==> src/rtl/link_pkg.sv <==
// Purpose: shared constants and types of the remote command link
// Assumes: 10 MHz system clock
// Notes: bit periods are rounded to the nearest clock

package link_pkg;

    // ************************************************************
    // clock and bit rates
    // ************************************************************
    localparam int unsigned CLK_HZ = 10_000_000;
    localparam int unsigned BAUD_FAST = 115200;
    localparam int unsigned BAUD_MID = 38400;
    localparam int unsigned BAUD_SLOW = 9600;
    localparam logic [10:0] BIT_CYC_FAST = 11'((CLK_HZ + BAUD_FAST / 2) / BAUD_FAST);
    localparam logic [10:0] BIT_CYC_MID = 11'((CLK_HZ + BAUD_MID / 2) / BAUD_MID);
    localparam logic [10:0] BIT_CYC_SLOW = 11'((CLK_HZ + BAUD_SLOW / 2) / BAUD_SLOW);

    // rate select codes; the unused code falls back to the fast rate
    localparam logic [1:0] BAUD_SEL_FAST = 2'h0;
    localparam logic [1:0] BAUD_SEL_MID = 2'h1;
    localparam logic [1:0] BAUD_SEL_SLOW = 2'h2;
    localparam logic [1:0] BAUD_SEL_RESET = BAUD_SEL_FAST;

    // ************************************************************
    // character codes
    // ************************************************************
    localparam logic [7:0] CHAR_START = 8'h23;
    localparam logic [7:0] CHAR_END = 8'h2A;
    localparam logic [7:0] CHAR_QUERY = 8'h3F;
    localparam logic [7:0] CHAR_CR = 8'h0D;
    localparam logic [7:0] CHAR_LF = 8'h0A;
    localparam logic [7:0] ASCII_MASK = 8'h7F;

    // ************************************************************
    // types
    // ************************************************************
    typedef enum logic {
        PORT_SERIAL = 1'b0,
        PORT_USB = 1'b1
    } port_t;

    typedef enum logic [1:0] {
        FR_IDLE = 2'h0,
        FR_START = 2'h1,
        FR_DATA = 2'h3,
        FR_STOP = 2'h2
    } frame_state_t;

    typedef enum logic [2:0] {
        LK_IDLE = 3'h0,
        LK_COLLECT = 3'h1,
        LK_REPLY = 3'h3,
        LK_TERM_CR = 3'h2,
        LK_TERM_LF = 3'h6
    } link_state_t;

endpackage

==> src/rtl/byte_if.sv <==
// Purpose: one byte with valid and ready between link modules
// Assumes: transfer when valid and ready are both high
// Notes: none

`timescale 1ns/1ns

interface byte_if;
    logic valid;
    logic ready;
    logic [7:0] data;
    modport src(output valid, output data, input ready);
    modport snk(input valid, input data, output ready);
endinterface

==> src/rtl/remote_command_link.sv <==
// Purpose: remote command link over serial line or usb byte stream
// Assumes: core consumes command bytes and supplies replies
// Notes: replies are only taken after a complete command

`timescale 1ns/1ns

// Behaviour
// - serial rate 9600, 38400, 115200; 115200 default
// - frame: start, eight data, no parity, stop
// - half duplex, never send while receiving; input is taken again once the lf is queued, while cr and lf may still go out
// - transmit only in answer to a command
// - ignore incoming msb, clear outgoing msb
// - commands delimited by hash and asterisk
// - command length set by delimiter only
// - every reply ends carriage return, line feed
// - optional rts/cts flow control both directions
// - same syntax and format on both ports
// - detect active port, reply through it
// - query: question mark, code, asterisk, answered
module remote_command_link import link_pkg::*; (
    input wire logic ref_clk, // system clock, 10 MHz
    input wire logic nrst, // synchronous reset, active low
    input wire logic [1:0] baud_sel, // serial rate select
    input wire logic flow_en, // enable rts/cts pacing
    input wire logic rxd, // serial data in
    output logic txd, // serial data out
    input wire logic cts_n, // host clear to send, active low
    output logic rts_n, // we accept data, active low
    input wire logic usb_rx_valid, // usb byte present
    input wire logic [7:0] usb_rx_data, // usb byte in
    output logic usb_rx_ready, // usb byte taken
    output logic usb_tx_valid, // usb byte out present
    output logic [7:0] usb_tx_data, // usb byte out
    input wire logic usb_tx_ready, // usb byte out taken
    output logic cmd_valid, // command byte to core
    output logic [7:0] cmd_data, // command byte
    output logic cmd_first, // byte is a start delimiter
    output logic cmd_last, // byte is an end delimiter
    output logic cmd_query, // current command is a query
    output logic cmd_port, // port of current command, 1 usb
    input wire logic cmd_ready, // core took command byte
    input wire logic rep_valid, // reply byte from core
    input wire logic [7:0] rep_data, // reply byte
    input wire logic rep_last, // last reply byte
    input wire logic rep_skip, // command needs no reply
    output logic rep_ready, // reply byte taken
    output logic link_busy // a command or reply is open
);

    // ************************************************************
    // serial ends
    // ************************************************************
    byte_if ser_rx();
    byte_if ser_tx();

    logic [1:0] baud_q, baud_d;
    logic [10:0] bit_cyc;

    always_comb begin
        unique case (baud_q)
            BAUD_SEL_MID: bit_cyc = BIT_CYC_MID;
            BAUD_SEL_SLOW: bit_cyc = BIT_CYC_SLOW;
            default: bit_cyc = BIT_CYC_FAST;
        endcase
    end

    uart_rx u_rx (
        .ref_clk(ref_clk),
        .nrst(nrst),
        .bit_cyc(bit_cyc),
        .rxd(rxd),
        .rx(ser_rx.src)
    );

    uart_tx u_tx (
        .ref_clk(ref_clk),
        .nrst(nrst),
        .bit_cyc(bit_cyc),
        .cts_hold(flow_en && cts_n),
        .tx(ser_tx.snk),
        .txd(txd)
    );

    // ************************************************************
    // link state
    // ************************************************************
    link_state_t state_q, state_d;
    port_t port_q, port_d;
    logic cmd_valid_q, cmd_valid_d;
    logic [7:0] cmd_data_q, cmd_data_d;
    logic cmd_first_q, cmd_first_d;
    logic cmd_last_q, cmd_last_d;
    logic query_q, query_d;
    logic after_start_q, after_start_d;
    logic out_valid_q, out_valid_d;
    logic [7:0] out_data_q, out_data_d;
    logic rts_n_q, rts_n_d;

    logic listening;
    logic sel_usb;
    logic in_valid;
    logic [7:0] in_data;
    logic in_take;
    logic cmd_free;
    logic sink_ready;
    logic out_free;

    assign listening = (state_q == LK_IDLE) || (state_q == LK_COLLECT);
    // while idle the serial port wins a tie; the losing usb byte is drained and dropped
    assign sel_usb = (state_q == LK_IDLE) ? !ser_rx.valid : (port_q == PORT_USB);
    assign in_valid = sel_usb ? usb_rx_valid : ser_rx.valid;
    assign in_data = (sel_usb ? usb_rx_data : ser_rx.data) & ASCII_MASK;
    assign cmd_free = !cmd_valid_q || cmd_ready;
    assign in_take = in_valid && listening && cmd_free;
    // bytes from the unused port, or while replying, are drained and dropped
    assign ser_rx.ready = !listening || sel_usb || cmd_free;
    assign usb_rx_ready = !listening || !sel_usb || cmd_free;

    assign sink_ready = (port_q == PORT_USB) ? usb_tx_ready : ser_tx.ready;
    assign out_free = !out_valid_q || sink_ready;
    assign rep_ready = (state_q == LK_REPLY) && out_free;

    always_comb begin
        state_d = state_q;
        port_d = port_q;
        baud_d = baud_q;
        cmd_valid_d = cmd_valid_q && !cmd_ready;
        cmd_data_d = cmd_data_q;
        cmd_first_d = cmd_first_q;
        cmd_last_d = cmd_last_q;
        query_d = query_q;
        after_start_d = after_start_q;
        out_valid_d = out_valid_q && !sink_ready;
        out_data_d = out_data_q;
        // rate changes only between exchanges with the transmitter idle, so no sent frame is cut; a frame being received can be
        if (state_q == LK_IDLE && !out_valid_q && ser_tx.ready) begin
            baud_d = (baud_sel == BAUD_SEL_MID || baud_sel == BAUD_SEL_SLOW) ? baud_sel : BAUD_SEL_FAST;
        end
        unique case (state_q)
            LK_IDLE: begin
                if (in_take && in_data == CHAR_START) begin
                    port_d = sel_usb ? PORT_USB : PORT_SERIAL;
                    state_d = LK_COLLECT;
                end
            end
            LK_COLLECT: begin
                if (in_take && in_data == CHAR_END) begin
                    state_d = LK_REPLY;
                end
            end
            LK_REPLY: begin
                if (rep_skip && !rep_valid) begin
                    state_d = LK_IDLE;
                end else if (rep_valid && out_free) begin
                    out_valid_d = 1'b1;
                    out_data_d = rep_data & ASCII_MASK;
                    if (rep_last) begin
                        state_d = LK_TERM_CR;
                    end
                end
            end
            LK_TERM_CR: begin
                if (out_free) begin
                    out_valid_d = 1'b1;
                    out_data_d = CHAR_CR;
                    state_d = LK_TERM_LF;
                end
            end
            LK_TERM_LF: begin
                if (out_free) begin
                    out_valid_d = 1'b1;
                    out_data_d = CHAR_LF;
                    state_d = LK_IDLE;
                end
            end
            default: begin
                state_d = LK_IDLE;
            end
        endcase
        // command bytes go to the core as they come; no length is assumed
        if (in_take && (state_q == LK_COLLECT || in_data == CHAR_START)) begin
            cmd_valid_d = 1'b1;
            cmd_data_d = in_data;
            cmd_first_d = (in_data == CHAR_START);
            cmd_last_d = (in_data == CHAR_END) && (state_q == LK_COLLECT);
            after_start_d = (in_data == CHAR_START);
            if (in_data == CHAR_START) begin
                query_d = 1'b0;
            end else if (after_start_q) begin
                query_d = (in_data == CHAR_QUERY);
            end
        end
        // pause the host while the core holds a byte; no receive buffer here
        rts_n_d = flow_en && !cmd_free;
    end

    always_ff @(posedge ref_clk) begin
        if (!nrst) begin
            state_q <= LK_IDLE;
            port_q <= PORT_SERIAL;
            baud_q <= BAUD_SEL_RESET;
            cmd_valid_q <= 1'b0;
            cmd_data_q <= 8'h00;
            cmd_first_q <= 1'b0;
            cmd_last_q <= 1'b0;
            query_q <= 1'b0;
            after_start_q <= 1'b0;
            out_valid_q <= 1'b0;
            out_data_q <= 8'h00;
            rts_n_q <= 1'b0;
        end else begin
            state_q <= state_d;
            port_q <= port_d;
            baud_q <= baud_d;
            cmd_valid_q <= cmd_valid_d;
            cmd_data_q <= cmd_data_d;
            cmd_first_q <= cmd_first_d;
            cmd_last_q <= cmd_last_d;
            query_q <= query_d;
            after_start_q <= after_start_d;
            out_valid_q <= out_valid_d;
            out_data_q <= out_data_d;
            rts_n_q <= rts_n_d;
        end
    end

    // ************************************************************
    // outputs
    // ************************************************************
    assign ser_tx.valid = out_valid_q && (port_q == PORT_SERIAL);
    assign ser_tx.data = out_data_q;
    assign usb_tx_valid = out_valid_q && (port_q == PORT_USB);
    assign usb_tx_data = out_data_q;
    assign cmd_valid = cmd_valid_q;
    assign cmd_data = cmd_data_q;
    assign cmd_first = cmd_first_q;
    assign cmd_last = cmd_last_q;
    assign cmd_query = query_q;
    assign cmd_port = port_q;
    assign rts_n = rts_n_q;
    assign link_busy = (state_q != LK_IDLE) || out_valid_q;
endmodule

==> src/rtl/uart_rx.sv <==
// Purpose: serial receiver, start, eight data bits, stop
// Assumes: rxd synchronous to ref_clk
// Notes: a byte with a low stop bit is dropped

`timescale 1ns/1ns

module uart_rx import link_pkg::*; (
    input wire logic ref_clk, // system clock
    input wire logic nrst, // synchronous reset, active low
    input wire logic [10:0] bit_cyc, // clocks per bit
    input wire logic rxd, // serial line in
    byte_if.src rx // received byte
);
    frame_state_t state_q, state_d;
    logic [10:0] cnt_q, cnt_d;
    logic [2:0] idx_q, idx_d;
    logic [7:0] sh_q, sh_d;
    logic [7:0] data_q, data_d;
    logic valid_q, valid_d;
    logic tick;

    assign tick = (cnt_q >= bit_cyc - 11'h001);
    assign rx.valid = valid_q;
    assign rx.data = data_q;

    always_comb begin
        state_d = state_q;
        cnt_d = tick ? 11'h000 : cnt_q + 11'h001;
        idx_d = idx_q;
        sh_d = sh_q;
        data_d = data_q;
        valid_d = valid_q && !rx.ready;
        unique case (state_q)
            FR_IDLE: begin
                cnt_d = 11'h000;
                if (!rxd) begin
                    state_d = FR_START;
                end
            end
            FR_START: begin
                // realign to mid-bit so later samples sit in the eye
                if (cnt_q >= {1'b0, bit_cyc[10:1]}) begin
                    cnt_d = 11'h000;
                    idx_d = 3'h0;
                    state_d = rxd ? FR_IDLE : FR_DATA;
                end
            end
            FR_DATA: begin
                if (tick) begin
                    sh_d = {rxd, sh_q[7:1]};
                    idx_d = idx_q + 3'h1;
                    if (idx_q == 3'h7) begin
                        state_d = FR_STOP;
                    end
                end
            end
            FR_STOP: begin
                if (tick) begin
                    state_d = FR_IDLE;
                    if (rxd) begin
                        valid_d = 1'b1;
                        data_d = sh_q;
                    end
                end
            end
        endcase
    end

    always_ff @(posedge ref_clk) begin
        if (!nrst) begin
            state_q <= FR_IDLE;
            cnt_q <= 11'h000;
            idx_q <= 3'h0;
            sh_q <= 8'h00;
            data_q <= 8'h00;
            valid_q <= 1'b0;
        end else begin
            state_q <= state_d;
            cnt_q <= cnt_d;
            idx_q <= idx_d;
            sh_q <= sh_d;
            data_q <= data_d;
            valid_q <= valid_d;
        end
    end
endmodule

==> src/rtl/uart_tx.sv <==
// Purpose: serial transmitter, start, eight data bits, stop
// Assumes: bit_cyc stable during a frame
// Notes: cts_hold only delays the next start bit, never a frame

`timescale 1ns/1ns

module uart_tx import link_pkg::*; (
    input wire logic ref_clk, // system clock
    input wire logic nrst, // synchronous reset, active low
    input wire logic [10:0] bit_cyc, // clocks per bit
    input wire logic cts_hold, // far side not clear to send
    byte_if.snk tx, // byte to send
    output logic txd // serial line out
);
    frame_state_t state_q, state_d;
    logic [10:0] cnt_q, cnt_d;
    logic [2:0] idx_q, idx_d;
    logic [7:0] sh_q, sh_d;
    logic txd_q, txd_d;
    logic tick;

    assign tick = (cnt_q >= bit_cyc - 11'h001);
    assign tx.ready = (state_q == FR_IDLE) && !cts_hold;
    assign txd = txd_q;

    always_comb begin
        state_d = state_q;
        cnt_d = tick ? 11'h000 : cnt_q + 11'h001;
        idx_d = idx_q;
        sh_d = sh_q;
        unique case (state_q)
            FR_IDLE: begin
                cnt_d = 11'h000;
                if (tx.valid && tx.ready) begin
                    sh_d = tx.data;
                    state_d = FR_START;
                end
            end
            FR_START: begin
                if (tick) begin
                    idx_d = 3'h0;
                    state_d = FR_DATA;
                end
            end
            FR_DATA: begin
                if (tick) begin
                    sh_d = {1'b0, sh_q[7:1]};
                    idx_d = idx_q + 3'h1;
                    if (idx_q == 3'h7) begin
                        state_d = FR_STOP;
                    end
                end
            end
            FR_STOP: begin
                if (tick) begin
                    state_d = FR_IDLE;
                end
            end
        endcase
        txd_d = (state_d == FR_START) ? 1'b0 : (state_d == FR_DATA) ? sh_d[0] : 1'b1;
    end

    always_ff @(posedge ref_clk) begin
        if (!nrst) begin
            state_q <= FR_IDLE;
            cnt_q <= 11'h000;
            idx_q <= 3'h0;
            sh_q <= 8'h00;
            txd_q <= 1'b1;
        end else begin
            state_q <= state_d;
            cnt_q <= cnt_d;
            idx_q <= idx_d;
            sh_q <= sh_d;
            txd_q <= txd_d;
        end
    end
endmodule

==> config.mk <==
export PLATFORM = sky130hd
export DESIGN_NAME = remote_command_link
export DESIGN_NICKNAME = d
export VERILOG_FILES = /design/src/rtl/link_pkg.sv /design/src/rtl/byte_if.sv /design/src/rtl/remote_command_link.sv /design/src/rtl/uart_rx.sv /design/src/rtl/uart_tx.sv
export SDC_FILE = /design/constraint.sdc
export NUM_CORES = 1
export LEC_CHECK = 0
export BUFFER_PORTS_ARGS = -buffer_cell sky130_fd_sc_hd__buf_2
export CAP_MARGIN = 20
export CORE_MARGIN = 2
export CORE_UTILIZATION = 30
export CTS_CLUSTER_DIAMETER = 40
export DETAILED_ROUTE_END_ITERATION = 7
export SLEW_MARGIN = 20
export SYNTH_ARGS = -nofsm -noshare
export SYNTH_HDL_FRONTEND = slang
export SYNTH_SLANG_ARGS = --single-unit
export TNS_END_PERCENT = 50
==> constraint.sdc <==
create_clock -name ref_clk -period 3.15 [get_ports ref_clk]
set_input_delay 0.315 -clock ref_clk [delete_from_list [all_inputs] [get_ports ref_clk]]
set_output_delay 0.315 -clock ref_clk [all_outputs]
set_load 0.1 [all_outputs]
# [After elaboration in Yosys (flattened, before gate mapping)]
# Cells that the tools add are included.
[totals] inputBits=29 wordCells=189 regBits=84
[classes] eq_ne=37 add_sub_neg=5 n_lt_le_gt_ge=3 n_bitwise=2 n_mux=57 reduce_logical=62
[op_table] cell="8-bit 2-to-1 mux" count=6
[op_table] cell="11-bit case mux with 2 select lines" count=2
[op_table] cell="3-bit 2-to-1 mux" count=11
[op_table] cell="2-bit 2-to-1 mux" count=12
[op_table] cell="8-bit case mux with 3 select lines" count=1
[op_table] cell="11-bit by 1-bit adder with 11-bit output (second input constant)" count=2
[op_table] cell="11-bit >= comparator" count=2
[op_table] cell="11-bit 2-to-1 mux" count=2
[op_table] cell="7-bit by 6-bit == test with 1-bit output (second input constant)" count=3
[op_table] cell="1-bit logical AND" count=20
[op_table] cell="2-bit by 1-bit != test with 1-bit output (second input constant)" count=9
[op_table] cell="2-bit case mux with 4 select lines" count=2
[op_table] cell="8-bit case mux with 2 select lines" count=1
[op_table] cell="1-bit 2-to-1 mux" count=15
[op_table] cell="3-bit case mux with 5 select lines" count=1
[op_table] cell="2-bit == test (second input constant)" count=7
[op_table] cell="3-bit case mux with 2 select lines" count=2
[op_table] cell="3-bit AND reduction" count=4
[op_table] cell="11-bit by 10-bit >= comparator with 1-bit output" count=1
[op_table] cell="1-bit zero test" count=11
[op_table] cell="11-bit by 1-bit subtractor with 11-bit output (second input constant)" count=1
[op_table] cell="2-bit by 1-bit == test with 1-bit output (second input constant)" count=5
[op_table] cell="1-bit logical OR" count=10
[op_table] cell="2-bit != test (second input constant)" count=5
[op_table] cell="18 further kinds" count=31

# [Longest topological paths before layout]
[logic_depth] word_depth=10 ltp_mapped=12 ltp_nobuf=11

# [Hierarchy]
# From an unflattened synthesis, not the netlist that was laid out.
[hier_totals] hier_cells=581 hier_area_um2=5127.4
[modules_own_cells] mod="uart_rx" n_inst=1 seq_area_each_um2=660.6 area_per_inst_um2=2011.9 cells_each=226
[modules_own_cells] mod="uart_tx" n_inst=1 seq_area_each_um2=500.5 area_per_inst_um2=1615.3 cells_each=181
[modules_own_cells] mod="remote_command_link" n_inst=1 seq_area_each_um2=520.5 area_per_inst_um2=1500.2 cells_each=174

# [Least setup slack after synthesis]
# OpenSTA, ideal clock, no wires.
[synth_path] kind="register to output" start="reg port_q, in the netlist cmd_port" end="out rep_ready" path_stages_with_launch=5 setup_slack_ps=-124 required_ps=2835 arrival_ps=2959 n_path_buf=1 path_cell_list="dfxtp_1 > buf_6 > nor2_1 > o21ai_1 > nor2b_1"
[synth_via] elab_chain_len=3
[synth_rtl] item="from (decl)" line="remote_command_link.sv:88" rtl="port_t port_q, port_d;"
[synth_rtl] item="from (signal assigned)" line="remote_command_link.sv:213" rtl="port_q <= port_d;"
[synth_rtl] item="1-bit 2-to-1 mux" line="remote_command_link.sv:119" rtl="assign sink_ready = (port_q == PORT_USB) ? usb_tx_ready : ser_tx.ready;"
[synth_rtl] item="1-bit logical OR" line="remote_command_link.sv:120" rtl="assign out_free = !out_valid_q || sink_ready;"
[synth_rtl] item="1-bit logical AND" line="remote_command_link.sv:121" rtl="assign rep_ready = (state_q == LK_REPLY) && out_free;"
[synth_rtl] item="to (decl)" line="remote_command_link.sv:46" rtl="output logic rep_ready,"
# No other way between the ends.

# [Final worst setup path]
[layout_path] start="reg baud_q[0]" end="reg u_tx.txd_q, in the netlist u_tx.txd"
[layout_via] elab_chain_len=9
[layout_rtl] item="from (decl)" line="remote_command_link.sv:56" rtl="logic [1:0] baud_q, baud_d;"
[layout_rtl] item="from (signal assigned)" line="remote_command_link.sv:214" rtl="baud_q <= baud_d;"
[layout_rtl] item="2-bit == test / 2-bit by 1-bit == test with 1-bit output (equally long branches)" line="remote_command_link.sv:60" rtl="unique case (baud_q)"
[layout_rtl] item="11-bit case mux with 2 select lines (*)" line="remote_command_link.sv:60"
[layout_rtl] item="11-bit by 1-bit subtractor with 11-bit output (*)" line="uart_tx.sv:22" rtl="assign tick = (cnt_q >= bit_cyc - 11'h001);"
[layout_rtl] item="11-bit >= comparator (*)" line="uart_tx.sv:22"
[layout_rtl] item="2-bit 2-to-1 mux (on tied branches)" line="uart_tx.sv:55, uart_tx.sv:40, uart_tx.sv:46"
[layout_rtl] item="2-bit case mux with 4 select lines" line="uart_tx.sv:31" rtl="unique case (state_q)"
[layout_rtl] item="2-bit == test" line="uart_tx.sv:60" rtl="txd_d = (state_d == FR_START) ? 1'b0 : (state_d == FR_DATA) ? sh_d[0] : 1'b1;"
[layout_rtl] item="1-bit 2-to-1 mux" line="uart_tx.sv:60"
[layout_rtl] item="1-bit 2-to-1 mux (*)" line="uart_tx.sv:60"
[layout_rtl] item="to (signal assigned)" line="uart_tx.sv:75" rtl="txd_q <= txd_d;"
[layout_rtl] item="to (decl)" line="uart_tx.sv:19" rtl="logic txd_q, txd_d;"
# Every way passes the cells marked *; elsewhere a longest branch is shown, timed or not. The select of a mux whose other input is x is not followed.
# A chain may end at the register's enable or synchronous reset.

==> results by stage <==
Outcome:
- The flow ran to the end, and the final reports show no timing, DRC or antenna violations.

Clock network:
- The H-tree was split into 3 levels.
- The clock root buffer is sky130_fd_sc_hd__clkbuf_16.
- The TritonCTS clock tree is done.
- No sink is reached through more buffers than the 2 on the longest clock path.
- The clock latency on the worst-skew pair is 0.34 ns.
- The clock transition at the register clock pins on the worst setup and hold paths after CTS is 0.07 ns.
- Counting every sink on the clock net gives 82.
- The clock buffer count from CTS is 9.
- Hold repair after CTS inserted 0 buffers.

Pwr:
- The clock network is responsible for 45.0% of the overall power.
- Total power for the finished layout comes to 2200 uW.
- For this design the static power due to leakage is 0.002284 uW.
- The part of the total power dissipated in sequential elements is 48.0%.
- The maximum vdd ir drop is 279.2 uV.
- The total power per unit cell area is 420.5 mW/mm^2.
- For this design the total switching power over the nets is 554.7 uW.
- Combinational logic is responsible for 7.0% of the overall power.
- The internal power is 1645 uW.
- Of the total power, the share spent switching nets is 25.21%.

Synth:
- The count of flip-flops with a built-in enable after synthesis is 0.
- Yosys attributes the largest share of cell area to sky130_fd_sc_hd__dfxtp_1 37%, sky130_fd_sc_hd__ha_1 12%, sky130_fd_sc_hd__mux2i_1 5.6%.
- The gate count of the mapped netlist is 515.
- The distinct cell type count of the synthesized netlist is 62.
- The synthesis-stage register bit count is 82.
- The average instance in the mapped netlist occupies 8.712 sq um.
- The leading area contributor after synthesis is sky130_fd_sc_hd__dfxtp_1.
- The predominant post-synthesis flop cell is sky130_fd_sc_hd__dfxtp_1.
- The post-synthesis instance area is 0.004487 sq mm.
- After synthesis, the share of flip-flops with an asynchronous set or reset is 0%.
- The area share of the largest cell type after synthesis is 36.59%.
- Of the synthesized area, sequential elements account for 36.59%.
- The total number of yosys warnings is 0.

Route:
- In the routed layout, each cell is associated on average with a via count of 5.044.
- For this block, the routed nets add up to 10340 um of wire.
- The remaining number of nets flagged by the antenna check after routing is 0.
- The routed wire length per instance is 13.66 um.
- The first routing iteration left 346 violations.
- The number of vias after detailed routing is 3818.
- The length of the first detailed-routing pass in iterations is 4.
- For this run, design rule violations remaining after detail routing come to 0.

Floorplan:
- The die span in y is 126.3 um.
- The chip width is 126.3 um.
- The number of rows created at floorplan is 44.
- The number of top-level pins is 56.
- In this run the standard cell core region covers 0.01459 sq mm.
- The floorplan step defined a die boundary enclosing 0.01595 sq mm.
- The starting utilization of the core area is 30.75%.

Setup path:
- At the worst endpoint, the required time is 3.35 ns.
- STA classifies the critical path startpoint as a flop.
- STA classifies the critical path endpoint as a flop.
- Walking the worst path, the cells encountered are inv_1 > ha_1 > inv_1 > o211ai_1 > buf_4 > ha_1 > nand2_1 > o21ai_0 > a21o_1 > a211o_1 > a221oi_1 > o21ai_0.
- The largest stage delay on the critical path is 0.37 ns.
- The slowest cell on the critical path is sky130_fd_sc_hd__dfxtp_1.
- Of all nets on the critical path, the largest fanout is 8.
- The critical path's top delay family is compound AO/OA/AOI/OAI gates.
- For flop-to-flop paths, the worst setup slack is 0.24 ns.
- Data on the critical path arrives at its endpoint at 3.11 ns.
- Together, buffers and inverters on the worst path number 3.
- The classification of the worst setup path is reg -> reg.

STA:
- The fmax is 343.5 MHz.
- The actual transition at the worst max-transition pin is 0.6335 ns.
- For the final database, setup skew stands at 0.01010 ns.
- Dividing the final minimum period by the clock period gives 92.43%.
- Setup violations remaining at the end of the flow were counted as 0.
- The time the worst path needs with I/O delays and setup is 2.912 ns.
- The number of failing hold endpoints at the final stage is 0.
- The worst max-slew margin expressed relative to the limit is 57.76%.
- Setup repair after global routing left no endpoint under its margin.
- The final number of max-transition violations is 0.

Placed design:
- The final HPWL from detailed placement is 7791 um.
- Once placement completed, the tool counted placed cells totaling 739.
- Input and output buffers added on the ports amount to 51.
- After detailed placement, the total cell area comes to 0.004925 sq mm.
- Routability-driven placement finished with a final weighted congestion of 0.8147.

Global routing:
- The number of antenna violations at the first check in global routing is 0.
- The number of global-route vias before repair is 3745.
- The total congestion overflow after global routing is 0.
- Entering global routing, the biggest net connects 27 pins.
- The total track usage is 13.16%.
- The first global-routing pass estimated 17420 um of wire.

Final layout:
- The multi-input combinational cells in the finished layout cover a total of 0.002693 sq mm.
- Cells with a size suffix above 1 make up 16.93% of the layout.
- 0 antenna diodes ended up in the layout.
- The number of filler instances in the final layout is 1452.
- The final design instance area without fill is 0.005231 sq mm.
- The finished layout holds 757 standard cells, fillers aside.
- The final layout contains 639 nets.
- The area occupied by registers is 0.001642 sq mm.
- The layout overhead on the synthesized area is 16.59%.

Min path:
- The min-delay analysis places its worst path in the category in -> reg.

Flow run:
- The max-capacitance violation count is 0.
-- cell families (layout without fill, tap and decap cells) --
group	after synthesis	in the layout	share of synthesized area [%]
compound gates	109	109	16.12
xor+xnor	20	20	3.904
fa+ha+maj	42	42	11.71
buf+inv	41	95	4.127
flops	82	82	36.59
mux	32	32	7.334
other cells	2	6	0.1674
simple gates	187	187	20.05
-- flip-flops by register name, indices dropped and copies added (netlist names), 2 cells and up --
name	cells
state_q	3
cmd_data	7
u_tx.idx_q	3
u_rx.state_q	2
u_rx.cnt_q	11
u_tx.state_q	2
u_rx.sh_q	8
usb_tx_data	7
u_rx.idx_q	3
u_tx.sh_q	7
u_tx.cnt_q	11
baud_q	2
u_rx.rx.data	7
-- worst min-delay path, stage by stage --
cell and delay (ns):
sky130_fd_sc_hd__buf_2 0.10, sky130_fd_sc_hd__nand3_1 0.06, sky130_fd_sc_hd__a21oi_1 0.06
-- power by group through the flow --
stage / clock (uW) / combinational, uW / sequential (uW)
2_1_floorplan: 0 / 105 / 1080
3_3_place_gp: 0 / 144 / 1080
3_5_place_dp: 0 / 149 / 1080
4_1_cts: 1020 / 151 / 1060
5_1_grt: 1050 / 171 / 1060
6_report: 990 / 154 / 1060
-- placed cells by master (no fill, tap or decap), types with 3 or more instances in the layout --
cell type and count:
sky130_fd_sc_hd__mux2i_1 25, sky130_fd_sc_hd__o31ai_1 6, sky130_fd_sc_hd__nor2b_1 8, sky130_fd_sc_hd__dfxtp_1 82
sky130_fd_sc_hd__inv_6 3, sky130_fd_sc_hd__o22ai_1 4, sky130_fd_sc_hd__nor2_1 54, sky130_fd_sc_hd__nand3b_1 5
sky130_fd_sc_hd__xor2_1 12, sky130_fd_sc_hd__nand2_1 54, sky130_fd_sc_hd__ha_1 42, sky130_fd_sc_hd__a21oi_1 33
sky130_fd_sc_hd__o21ai_0 22, sky130_fd_sc_hd__a211oi_1 7, sky130_fd_sc_hd__o211ai_1 4, sky130_fd_sc_hd__conb_1 6
sky130_fd_sc_hd__mux2_2 7, sky130_fd_sc_hd__a21o_1 3, sky130_fd_sc_hd__and3_1 7, sky130_fd_sc_hd__nand2b_1 5
sky130_fd_sc_hd__buf_4 8, sky130_fd_sc_hd__buf_2 51, sky130_fd_sc_hd__or3_1 3, sky130_fd_sc_hd__nor3_1 5
sky130_fd_sc_hd__inv_1 19, sky130_fd_sc_hd__and3b_1 3, sky130_fd_sc_hd__a311oi_1 3, sky130_fd_sc_hd__clkbuf_16 9
sky130_fd_sc_hd__nand3_1 26, sky130_fd_sc_hd__xnor2_1 8
-- synth_stat cells, drive strengths merged (3+ instances only) --
master / instances
a211oi: 7
a21boi: 5
a21o: 3
a21oi: 34
a311oi: 3
and3: 7
and3b: 3
buf: 13
clkbuf: 8
dfxtp: 82
ha: 42
inv: 19
mux2: 7
mux2i: 25
nand2: 55
nand2b: 5
nand3: 27
nand3b: 5
nor2: 54
nor2b: 9
nor3: 6
o211ai: 4
o21ai: 25
o22ai: 4
o31ai: 7
or3: 3
or3b: 3
xnor2: 8
xor2: 12
-- final timing paths --
check                            startpoint                     endpoint  depth (start not counted)
setup / recovery     baud_q[0]$_SDFFE_PN0P_          u_tx.txd$_SDFF_PN1_                         12
hold / removal                  rep_data[4]  usb_tx_data[4]$_SDFFE_PN0P_                          3
setup reg to reg     baud_q[0]$_SDFFE_PN0P_          u_tx.txd$_SDFF_PN1_                         12
hold reg to reg   u_tx.sh_q[6]$_SDFFE_PN0P_    u_tx.sh_q[6]$_SDFFE_PN0P_                          2
-- per-stage QoR --
step	util (%)	worst slack [ns]	hold slack (ns)	TNS (ns)
6_report	35.86	0.2384	0.2325	0
3_5_place_dp	33.76	-0.02101	0.4485	-0.07510
3_3_place_gp	33.76	0.1775	0.4467	0
4_1_cts	35.69	0.06670	0.2181	0
2_1_floorplan	-	0.3783	0.4318	0
5_1_grt	35.86	0.04615	0.2445	0
-- cell type report --
cell class,instances,share of cell area (%)
Clock buffer,10,4.377
Tap cell,184,4.401
Clock inverter,6,0.9089
Multi-Input combinational cell,396,51.47
Timing Repair Buffer,59,6.027
Inverter,20,1.435
Sequential cell,82,31.38
-- timing repair --
item / CTS / global route
setup buffers: 0 / 2
hold endpoints to repair: 0 / 0
endpoints found under the setup margin: 11 / 48
pin swaps: 0 / 1
resized for setup: 1 / 2
-- per-layer routing --
| layer | GRT usage (%) | part of all wire [%] |
|---|---|---|
| met5 | 0 | 0 |
| met4 | 7.175 | 3.0 |
| met3 | 2.278 | 2.7 |
| met2 | 21.22 | 46 |
| met1 | 16.77 | 48 |
No activity file was read; power rests on OpenSTA's default activity.
